$ cat src/converter_pkg.sv
// Package for the converter control block: register map, fields, resets, timing.
// Assumes a 32-bit APB with word-aligned registers and a 125 MHz pclk.
package converter_pkg;

  ////////////////////////////////////////////////////////////////////////////
  // Register byte addresses
  localparam logic [7:0] addr_config         = 8'h00;
  localparam logic [7:0] addr_control_two    = 8'h04;
  localparam logic [7:0] addr_control_one    = 8'h08;
  localparam logic [7:0] addr_result_high    = 8'h0c;
  localparam logic [7:0] addr_result_low     = 8'h10;
  localparam logic [7:0] addr_compare_high   = 8'h14;
  localparam logic [7:0] addr_compare_low    = 8'h18;
  localparam logic [7:0] addr_pin_first      = 8'h1c;
  localparam logic [7:0] addr_pin_second     = 8'h20;

  ////////////////////////////////////////////////////////////////////////////
  // Field positions
  localparam int cfg_low_power_bit   = 7;
  localparam int cfg_divider_lsb     = 5;
  localparam int cfg_long_sample_bit = 4;
  localparam int cfg_mode_lsb        = 2;
  localparam int cfg_source_lsb      = 0;
  localparam int two_active_bit      = 7;
  localparam int two_trigger_bit     = 6;
  localparam int two_cmp_enable_bit  = 5;
  localparam int two_cmp_dir_bit     = 4;
  localparam int one_complete_bit    = 7;
  localparam int one_irq_enable_bit  = 6;
  localparam int one_continuous_bit  = 5;

  ////////////////////////////////////////////////////////////////////////////
  // Reset values and encodings
  localparam logic [7:0] reset_config      = 8'h00;
  localparam logic [7:0] reset_control_two = 8'h00;
  localparam logic [4:0] channel_disabled  = 5'h1f;
  localparam logic [7:0] reset_pins        = 8'h00;
  localparam logic [1:0] mode_8bit         = 2'h0;
  localparam logic [1:0] mode_12bit        = 2'h1;
  localparam logic [1:0] mode_10bit        = 2'h2;
  localparam logic [1:0] source_bus_half   = 2'h1;
  localparam logic [11:0] full_12bit       = 12'hfff;
  localparam logic [11:0] full_10bit       = 12'h3ff;
  localparam logic [11:0] full_8bit        = 12'h0ff;

  ////////////////////////////////////////////////////////////////////////////
  // Timing in conversion-clock half cycles and whole cycles
  localparam logic [5:0] short_sample_halves = 6'h07;  // 3.5 cycles
  localparam logic [5:0] long_sample_halves  = 6'h2f;  // 23.5 cycles
  localparam logic [5:0] conv_cycles_8bit    = 6'h11;
  localparam logic [5:0] conv_cycles_wide    = 6'h14;

  typedef enum logic [1:0] {st_idle, st_sample, st_convert} conv_state_t;

endpackage : converter_pkg

$ cat src/converter_control.sv
// Converter control and register logic: APB slave, sample timing, result and compare.
// Assumes the analog core presents a 12-bit code and reference-limit flags on pclk.
//
// Contract
// - Deep stop disables converter; all registers return to reset values.
// - Config fields: low power 7, divider 6:5, long sample 4, mode 3:2, source 1:0.
// - Divider 00 undivided, mode 10 is 10-bit, source 00 is bus clock.
// - Control two: active flag 7, trigger 6, compare enable 5, direction 4.
// - Control two bits 3:2 read zero; software writes zero to bits 1:0.
// - Control one bit 7 is read-only complete flag set at conversion end.
// - Control one bit 6 interrupt enable, bit 5 continuous versus single.
// - Control one bits 4:0 select the input channel in binary.
// - High byte read locks result until low byte read; no overwrite meanwhile.
// - Compare value registers feed the automatic compare when enabled.
// - Set pin-control bit disables digital I/O of matching pin.
// - Conversions allowed regardless of pin bit; set bit tri-states and drops pull-up.
// - Input at or above high reference gives full scale for the mode.
// - Input at or below low reference gives zero in every mode.
// - Sample window 3.5 or 23.5 conversion-clock cycles by long sample select; the code rounds up to 4 or 24 when the conversion clock is pclk.
// - Complete flag with interrupt enable raises the interrupt request.
// - Direction 1 needs result at least compare; direction 0 needs result below.
// - Failed compare leaves flag clear and result registers unchanged.
//
// Added by the designer: the APB slave port and the register addresses.
`timescale 1ns/100ps

module converter_control
(
  input  wire logic        pclk,            // Bus clock, 125 MHz
  input  wire logic        presetn,         // Async reset, active low
  input  wire logic        psel,            // APB select
  input  wire logic        penable,         // APB access phase
  input  wire logic        pwrite,          // APB direction
  input  wire logic [7:0]  paddr,           // APB byte address
  input  wire logic [31:0] pwdata,          // APB write data
  output logic      [31:0] prdata,          // APB read data
  output logic             pready,          // APB ready
  output logic             pslverr,         // Unmapped address
  input  wire logic        deep_stop,       // Deep stop mode active
  input  wire logic        hw_trigger,      // Hardware trigger pulse
  input  wire logic [11:0] analog_code,     // Raw 12-bit code from the core
  input  wire logic        above_high_ref,  // Input at or above high reference
  input  wire logic        below_low_ref,   // Input at or below low reference
  output logic             irq,             // Conversion complete interrupt
  output logic             sample_enable,   // Sampling switch closed
  output logic      [4:0]  sample_channel,  // Channel routed to the core
  output logic             low_power,       // Low-power bias select
  output logic      [15:0] pin_io_disable   // Digital I/O off per analog pin
);

  ////////////////////////////////////////////////////////////////////////////
  // Registers
  logic [7:0]  converter_config;
  logic [7:0]  control_two;
  logic        complete_flag;
  logic        irq_enable;
  logic        continuous;
  logic [4:0]  channel_select;
  logic [11:0] result;
  logic [11:0] compare_value;
  logic [7:0]  pin_control_first;
  logic [7:0]  pin_control_second;
  logic        result_locked;
  converter_pkg::conv_state_t state;
  logic [9:0]  count;

  ////////////////////////////////////////////////////////////////////////////
  // APB decode: a transfer completes at the edge where pready is high
  wire access    = psel & penable & pready;
  wire wr        = access & pwrite;
  wire rd        = access & ~pwrite;
  wire wr_config = wr & (paddr == converter_pkg::addr_config);
  wire wr_two    = wr & (paddr == converter_pkg::addr_control_two);
  wire wr_one    = wr & (paddr == converter_pkg::addr_control_one);
  wire wr_cmp_h  = wr & (paddr == converter_pkg::addr_compare_high);
  wire wr_cmp_l  = wr & (paddr == converter_pkg::addr_compare_low);
  wire wr_pin1   = wr & (paddr == converter_pkg::addr_pin_first);
  wire wr_pin2   = wr & (paddr == converter_pkg::addr_pin_second);
  wire rd_res_h  = rd & (paddr == converter_pkg::addr_result_high);
  wire rd_res_l  = rd & (paddr == converter_pkg::addr_result_low);
  wire mapped    = (paddr <= converter_pkg::addr_pin_second) & (paddr[1:0] == 2'h0);

  // Field views
  wire [1:0] divider     = converter_config[converter_pkg::cfg_divider_lsb +: 2];
  wire       long_sample = converter_config[converter_pkg::cfg_long_sample_bit];
  wire [1:0] mode        = converter_config[converter_pkg::cfg_mode_lsb +: 2];
  wire [1:0] source      = converter_config[converter_pkg::cfg_source_lsb +: 2];
  wire       trig_hw     = control_two[converter_pkg::two_trigger_bit];
  wire       cmp_enable  = control_two[converter_pkg::two_cmp_enable_bit];
  wire       cmp_dir     = control_two[converter_pkg::two_cmp_dir_bit];
  wire       active      = (state != converter_pkg::st_idle);

  // Read mux; control two low nibble is never stored so it reads zero
  wire [7:0] two_view = {active, control_two[6:4], 4'h0};
  wire [7:0] one_view = {complete_flag, irq_enable, continuous, channel_select};
  logic [31:0] rd_mux;
  always_comb
  begin
    case (paddr)
      converter_pkg::addr_config:       rd_mux = {24'h0, converter_config};
      converter_pkg::addr_control_two:  rd_mux = {24'h0, two_view};
      converter_pkg::addr_control_one:  rd_mux = {24'h0, one_view};
      converter_pkg::addr_result_high:  rd_mux = {28'h0, result[11:8]};
      converter_pkg::addr_result_low:   rd_mux = {24'h0, result[7:0]};
      converter_pkg::addr_compare_high: rd_mux = {28'h0, compare_value[11:8]};
      converter_pkg::addr_compare_low:  rd_mux = {24'h0, compare_value[7:0]};
      converter_pkg::addr_pin_first:    rd_mux = {24'h0, pin_control_first};
      converter_pkg::addr_pin_second:   rd_mux = {24'h0, pin_control_second};
      default:                          rd_mux = 32'h0;
    endcase
  end

  ////////////////////////////////////////////////////////////////////////////
  // Conversion clock timing: its period in pclk cycles; source 01 halves the bus clock
  wire [4:0] period_shift = {3'h0, divider} + ((source == converter_pkg::source_bus_half) ? 5'h1 : 5'h0);
  wire [9:0] period       = 10'h1 << period_shift;
  wire [5:0] halves       = long_sample ? converter_pkg::long_sample_halves
                                        : converter_pkg::short_sample_halves;
  // Half-cycle windows round up to whole pclk cycles
  wire [15:0] half_prod   = 16'(halves) * 16'(period);
  wire [9:0] sample_len   = 10'((half_prod + 16'h1) >> 1);
  wire [5:0] conv_conversion_clock    = (mode == converter_pkg::mode_8bit) ? converter_pkg::conv_cycles_8bit
                                                               : converter_pkg::conv_cycles_wide;
  wire [15:0] conv_prod   = 16'(conv_conversion_clock) * 16'(period);
  wire [9:0] conv_len     = conv_prod[9:0];

  // Starts: a software-trigger write to control one restarts, even mid-conversion
  wire [4:0] new_channel  = pwdata[4:0];
  wire sw_start  = wr_one & ~trig_hw & (new_channel != converter_pkg::channel_disabled);
  wire hw_start  = hw_trigger & trig_hw & ~active & (channel_select != converter_pkg::channel_disabled);
  wire sample_end = (state == converter_pkg::st_sample) & (count == sample_len - 10'h1);
  wire done       = (state == converter_pkg::st_convert) & (count == conv_len - 10'h1);

  // Result shaping: scale to the mode, then clamp at the references to that mode's full scale or zero
  wire [11:0] full_scale = (mode == converter_pkg::mode_12bit) ? converter_pkg::full_12bit :
                           (mode == converter_pkg::mode_10bit) ? converter_pkg::full_10bit :
                                                                 converter_pkg::full_8bit;
  wire [11:0] scaled     = (mode == converter_pkg::mode_12bit) ? analog_code :
                           (mode == converter_pkg::mode_10bit) ? {2'h0, analog_code[11:2]} :
                                                                 {4'h0, analog_code[11:4]};
  wire [11:0] raw_code   = above_high_ref ? full_scale :
                           below_low_ref  ? 12'h000 : scaled;
  // Compare: the stored value is result minus compare value, as the adder leaves it
  wire        at_least   = (raw_code >= compare_value);
  wire        cmp_pass   = cmp_dir ? at_least : ~at_least;
  wire        accept     = ~cmp_enable | cmp_pass;
  wire [11:0] stored     = cmp_enable ? 12'(raw_code - compare_value) : raw_code;
  // A locked result blocks the transfer; one at either access-phase edge of the high-byte read still lands and can mix a pair
  wire        transfer   = done & accept & ~result_locked;

  ////////////////////////////////////////////////////////////////////////////
  // APB answer: one wait state, ready and data from flops
  always_ff @(posedge pclk or negedge presetn)
  begin
    if (!presetn)
    begin
      pready  <= 1'b0;
      pslverr <= 1'b0;
      prdata  <= 32'h0;
    end
    else
    begin
      pready  <= psel & penable & ~pready;
      pslverr <= psel & penable & ~pready & ~mapped;
      prdata  <= (psel & penable & ~pready & ~pwrite) ? rd_mux : 32'h0;
    end
  end

  ////////////////////////////////////////////////////////////////////////////
  // Configuration registers; deep stop forces every one back to reset
  always_ff @(posedge pclk or negedge presetn)
  begin
    if (!presetn)
    begin
      converter_config   <= converter_pkg::reset_config;
      control_two        <= converter_pkg::reset_control_two;
      irq_enable         <= 1'b0;
      continuous         <= 1'b0;
      channel_select     <= converter_pkg::channel_disabled;
      compare_value      <= 12'h000;
      pin_control_first  <= converter_pkg::reset_pins;
      pin_control_second <= converter_pkg::reset_pins;
    end
    else if (deep_stop)
    begin
      converter_config   <= converter_pkg::reset_config;
      control_two        <= converter_pkg::reset_control_two;
      irq_enable         <= 1'b0;
      continuous         <= 1'b0;
      channel_select     <= converter_pkg::channel_disabled;
      compare_value      <= 12'h000;
      pin_control_first  <= converter_pkg::reset_pins;
      pin_control_second <= converter_pkg::reset_pins;
    end
    else
    begin
      if (wr_config)
        converter_config <= pwdata[7:0];
      if (wr_two)
        control_two <= {1'b0, pwdata[6:4], 4'h0};
      if (wr_one)
      begin
        irq_enable     <= pwdata[converter_pkg::one_irq_enable_bit];
        continuous     <= pwdata[converter_pkg::one_continuous_bit];
        channel_select <= new_channel;
      end
      if (wr_cmp_h)
        compare_value[11:8] <= pwdata[3:0];
      if (wr_cmp_l)
        compare_value[7:0] <= pwdata[7:0];
      if (wr_pin1)
        pin_control_first <= pwdata[7:0];
      if (wr_pin2)
        pin_control_second <= pwdata[7:0];
    end
  end

  ////////////////////////////////////////////////////////////////////////////
  // Sequencer: sample window, then successive approximation time
  always_ff @(posedge pclk or negedge presetn)
  begin
    if (!presetn)
    begin
      state <= converter_pkg::st_idle;
      count <= 10'h0;
    end
    else if (deep_stop)
    begin
      state <= converter_pkg::st_idle;
      count <= 10'h0;
    end
    else if (sw_start | hw_start)
    begin
      state <= converter_pkg::st_sample;
      count <= 10'h0;
    end
    else
    begin
      case (state)
        converter_pkg::st_sample:
        begin
          count <= sample_end ? 10'h0 : count + 10'h1;
          state <= sample_end ? converter_pkg::st_convert : converter_pkg::st_sample;
        end
        converter_pkg::st_convert:
        begin
          count <= done ? 10'h0 : count + 10'h1;
          if (done)
            state <= continuous ? converter_pkg::st_sample : converter_pkg::st_idle;
        end
        default:
        begin
          count <= 10'h0;
          state <= converter_pkg::st_idle;
        end
      endcase
    end
  end

  ////////////////////////////////////////////////////////////////////////////
  // Result, complete flag and read lock; a completing transfer wins over a clear
  always_ff @(posedge pclk or negedge presetn)
  begin
    if (!presetn)
    begin
      result        <= 12'h000;
      complete_flag <= 1'b0;
      result_locked <= 1'b0;
    end
    else if (deep_stop)
    begin
      result        <= 12'h000;
      complete_flag <= 1'b0;
      result_locked <= 1'b0;
    end
    else
    begin
      if (transfer)
        result <= stored;
      if (transfer)
        complete_flag <= 1'b1;
      else if (wr_one | rd_res_l)
        complete_flag <= 1'b0;
      if (rd_res_h)
        result_locked <= 1'b1;
      else if (rd_res_l | wr_one)
        result_locked <= 1'b0;
    end
  end

  ////////////////////////////////////////////////////////////////////////////
  // Outputs toward the core, pins and interrupt controller
  always_ff @(posedge pclk or negedge presetn)
  begin
    if (!presetn)
    begin
      irq            <= 1'b0;
      sample_enable  <= 1'b0;
      sample_channel <= converter_pkg::channel_disabled;
      low_power      <= 1'b0;
      pin_io_disable <= 16'h0000;
    end
    else
    begin
      irq            <= complete_flag & irq_enable;
      sample_enable  <= (state == converter_pkg::st_sample);
      sample_channel <= channel_select;
      low_power      <= converter_config[converter_pkg::cfg_low_power_bit];
      pin_io_disable <= {pin_control_second, pin_control_first};
    end
  end

  ////////////////////////////////////////////////////////////////////////////
  // Checks
  chk_stop_resets_regs: assert property (@(posedge pclk) disable iff (!presetn)
    deep_stop |=> (converter_config == converter_pkg::reset_config)
    && (channel_select == converter_pkg::channel_disabled) && !active)
    else $error("deep stop did not restore reset values");
  chk_two_low_zero: assert property (@(posedge pclk) disable iff (!presetn)
    pready && psel && !pwrite && (paddr == converter_pkg::addr_control_two) |-> (prdata[3:0] == 4'h0))
    else $error("control two low bits read nonzero");
  chk_sample_window: assert property (@(posedge pclk) disable iff (!presetn || deep_stop)
    (state == converter_pkg::st_sample) && $past(state) != converter_pkg::st_sample && !long_sample
    && (period == 10'h1) && !deep_stop && !sw_start |-> ##4 (state == converter_pkg::st_convert))
    else $error("short sample window wrong length");
  chk_irq_on_flag: assert property (@(posedge pclk) disable iff (!presetn)
    $rose(complete_flag) && irq_enable |=> irq)
    else $error("interrupt not raised on completion");
  chk_clamp_high: assert property (@(posedge pclk) disable iff (!presetn)
    done && above_high_ref && !cmp_enable && !result_locked && !deep_stop |=> result == $past(full_scale))
    else $error("full scale clamp wrong");
  chk_clamp_low: assert property (@(posedge pclk) disable iff (!presetn)
    done && below_low_ref && !above_high_ref && !cmp_enable && !result_locked && !deep_stop |=> result == 12'h000)
    else $error("zero clamp wrong");
  chk_compare_fail: assert property (@(posedge pclk) disable iff (!presetn)
    done && cmp_enable && !cmp_pass && !complete_flag && !deep_stop |=> $stable(result) && !complete_flag)
    else $error("failed compare changed result or flag");
  chk_lock_holds: assert property (@(posedge pclk) disable iff (!presetn)
    result_locked && !deep_stop |=> $stable(result))
    else $error("locked result overwritten");
  chk_sw_restart: assert property (@(posedge pclk) disable iff (!presetn)
    sw_start && !deep_stop |=> (state == converter_pkg::st_sample) && (count == 10'h0))
    else $error("software trigger did not restart");

endmodule : converter_control

$ cat config.mk
export PLATFORM = sky130hd
export DESIGN_NAME = converter_control
export DESIGN_NICKNAME = d
export VERILOG_FILES = /design/src/converter_pkg.sv /design/src/converter_control.sv
export SDC_FILE = /design/constraint.sdc
export NUM_CORES = 1
export LEC_CHECK = 0
export ABC_AREA = 1
export BUFFER_PORTS_ARGS = -buffer_cell sky130_fd_sc_hd__buf_2
export CORE_ASPECT_RATIO = 0.75
export CORE_MARGIN = 4
export CORE_UTILIZATION = 53
export CTS_CLUSTER_DIAMETER = 150
export DETAILED_ROUTE_END_ITERATION = 8
export GPL_TIMING_DRIVEN = 0
export MAX_ROUTING_LAYER = met4
export PLACE_DENSITY = 0.8
export RECOVER_POWER = 25
export SYNTH_ARGS = -nofsm -noshare
export SYNTH_HDL_FRONTEND = slang
export SYNTH_SLANG_ARGS = --single-unit
$ cat constraint.sdc
create_clock -name pclk -period 8.3 [get_ports pclk]
set_input_delay 0.83 -clock pclk [delete_from_list [all_inputs] [get_ports pclk]]
set_output_delay 0.83 -clock pclk [all_outputs]
set_load 0.02 [all_outputs]
==> impl_metrics.toml <==
[critical_path]
crit_type = "reg2reg"
endpoint_kind = "flip-flop"
cp_top_family = "simple AND/OR/NAND/NOR gates"
arrival_ns = 6.42
worstPathRequired_ns = 8.56
reg2reg_slack_ns = 2.13
critPathMaxFanout = 10
cp_slowest_cell = "nor3_1"
critical_path.max_stage_delay_ns = 0.80
crit_path_start_kind = "flip-flop"
crit_buf_inv = 5

[timing]
final.setup.worst_slack_ns = 2.13
relSlewSlack = -0.524
min_period_ns = 6.17
worstMarginPinSlew_ns = 2.29
finalCritPeriodShare = 0.743
slew_violations = 43
final-setup-viol-count = 0
rsz0062_at_grt = "no"
hold_violations = 0
tns_ns = 0
fmax_mhz = 162
fin_skew_ns = 0.00926

[synthesis]
avgSynthCellArea_um2 = 7.72
synth_area_mm2 = 0.00819
synth_flop_cell = "dfrtp_1"
syn_inst = 1061
ys_seq_area_frac = 0.326
synth_edf_count = 0
synth_warnings = 0
async_reset_ff_frac = 1.00
ys_types = 52
synth-seq-cells = 106

[clocking]
path_clk_slew_ns = 0.07
clock-root-buffer = "clkbuf_16"
postCtsSetupBuffers = 0
cts_tree = "done"
ctsResizeCount = 0
clk_latency_ns = 0.35
h-tree-depth = 3
max-clock-path-buffers = 2
cts_sinks = 106
cts_buffers = 9
cts_hold_buf = 0

[power_and_ir_drop]
power.density_mw_per_mm2 = 182
leakage_uw = 0.00462
vdd_drop_max_mv = 0.106

[routing]
via_count = 7422
first_pass_iters = 6
drtIter0Drc = 921
wl_per_cell_um = 15.9
drc = 0
viasPerCell = 5.37
wl_um = 21900
antenna_left = 0

[floorplanning]
ios = 119
rows = 39
die_area_mm2 = 0.0175
start_util = 0.539
core_mm2 = 0.0152
die_h_um = 116
die_w_um = 152

[placed_design]
place_hpwl_um = 17400
post-place-ws_ns = 2.26
gp_congestion = 1.01
placed_cell_area_mm2 = 0.00892
portBuffers = 70

[job]
max_cap_violations = 1

[run_status]
violations = "capacitance limit, slew limit"
run_status = "complete, but fails checks"

[global_route]
antenna_found_initial = 0
gr-total-overflow = 0
grt_pass1_wl_um = 34800
grt_max_degree = 65
grt_pass1_vias = 6702
grt_use_total = 0.262

[final_layout]
fin_nets = 1316
n_fill_cell = 1382
layout_common_cells = "nand2_1, inv_1, dfrtp_1"
multi_input_area_mm2 = 0.00469
area_growth_pct = 12.8
drive_gt1_frac = 0.147
final_common_cell = "nand2_1"
layout.area.seq_mm2 = 0.00267
finalInstanceArea_mm2 = 0.00923

[min_path]
min_path_type = "reg2reg"
[where the power goes]
part / total, uW / leakage (uW) / switching, uW / internal, uW
clock: 443 / 0.000149 / 203 / 240
sequential: 570 / 0.00138 / 22.9 / 547
combinational: 666 / 0.00309 / 426 / 239
total: 1680 / 0.00462 / 652 / 1030
[worst register-to-register path, stage by stage, from the launching register on]
cell	delay [ns]
dfrtp_1	0.41
inv_1	0.09
nand3_2	0.11
inv_1	0.05
ha_1	0.33
nor3_1	0.80
inv_1	0.35
nor2_1	0.26
ha_1	0.27
inv_1	0.08
fa_1	0.41
fa_1	0.54
inv_1	0.04
ha_1	0.34
a21oi_1	0.37
nor2_1	0.09
a211oi_1	0.35
nand2_1	0.10
nand2_1	0.09
nand2_1	0.09
o21ai_1	0.15
nand2_1	0.07
nand4_1	0.14
nand2_1	0.10
nand2_2	0.10
nand2_4	0.12
nor2_2	0.21
[Yosys cell counts (all sizes together) (9+ instances only)]
cell type,instances,area share
ha,57,0.087
nand2,229,0.11
nor2,103,0.055
fa,28,0.068
a21oi,45,0.028
a221oi,12,0.013
o22ai,11,0.0084
clkbuf,12,0.0055
xnor2,9,0.011
buf,28,0.026
dfstp,10,0.032
xor2,19,0.021
nand4,12,0.0092
dfrtp,96,0.29
nand3,58,0.040
inv,179,0.082
nor3,10,0.0073
o21ai,97,0.060
[path summary, 6_finish.rpt]
check                      depth (start not counted)                 from                 to
max reg2reg                                       26  converter_config[1]           count[9]
min reg2reg                                        0    channel_select[4]  sample_channel[4]
max                                               26  converter_config[1]           count[9]
min                                                0    channel_select[4]  sample_channel[4]
min in group asynchronous                          1              presetn           count[8]
max in group asynchronous                          1              presetn          prdata[3]
[layer usage]
metal | vias to the layer above | part of all wire | track usage | routed length (um)
li1 | 3595 | - | - | -
met1 | 3413 | 0.48 | 0.411 | 10500
met2 | 387 | 0.39 | 0.336 | 8560
met3 | 27 | 0.12 | 0.0739 | 2670
met4 | 0 | 0.0080 | 0.0419 | 176
met5 | - | 0 | - | 0
[metrics by stage]
step / cells / power, uW / hold slack (ns) / utilization
finish: 1381 / 1680 / 0.371 / 0.608
global route: 1380 / 1800 / 0.385 / 0.608
CTS: 1380 / 1670 / 0.370 / 0.608
detailed placement: 1364 / 1230 / 0.360 / 0.588
global placement: 1363 / 1210 / 0.355 / 0.586
floorplan: 1088 / 1070 / 0.354 / -
[cell type report]
class | instances | share of cell area
Antenna cell | 1 | 0.000271
Sequential cell | 106 | 0.289
Timing Repair Buffer | 71 | 0.0408
Inverter | 180 | 0.0735
Buffer | 40 | 0.0276
Multi-Input combinational cell | 762 | 0.508
Clock buffer | 9 | 0.0244
Clock inverter | 7 | 0.00908
Tap cell | 205 | 0.0278
[cell families (layout without fill, tap and decap cells)]
logic type               after synthesis  count (layout)  synth area share
AND/OR/NAND/NOR                      427             427             0.235
adder cells (fa/ha/maj)               85              85             0.156
multiplexers                           1               1           0.00122
AO/OA/AOI/OAI                        192             192             0.136
buffers and inverters                220             307             0.114
other                                  2              30          0.000917
XOR/XNOR                              28              28            0.0318
flip-flops                           106             106             0.326
[flip-flops by register name, indices dropped and copies added, names as in the netlist, 2 cells and up]
name / cells
control_two: 3
compare_value: 12
sample_channel: 5
channel_select: 5
converter_config: 8
prdata: 8
result: 12
count: 10
state: 2
pin_control_second: 8
pin_io_disable: 16
pin_control_first: 8
Power figures use the tool's default switching activity.
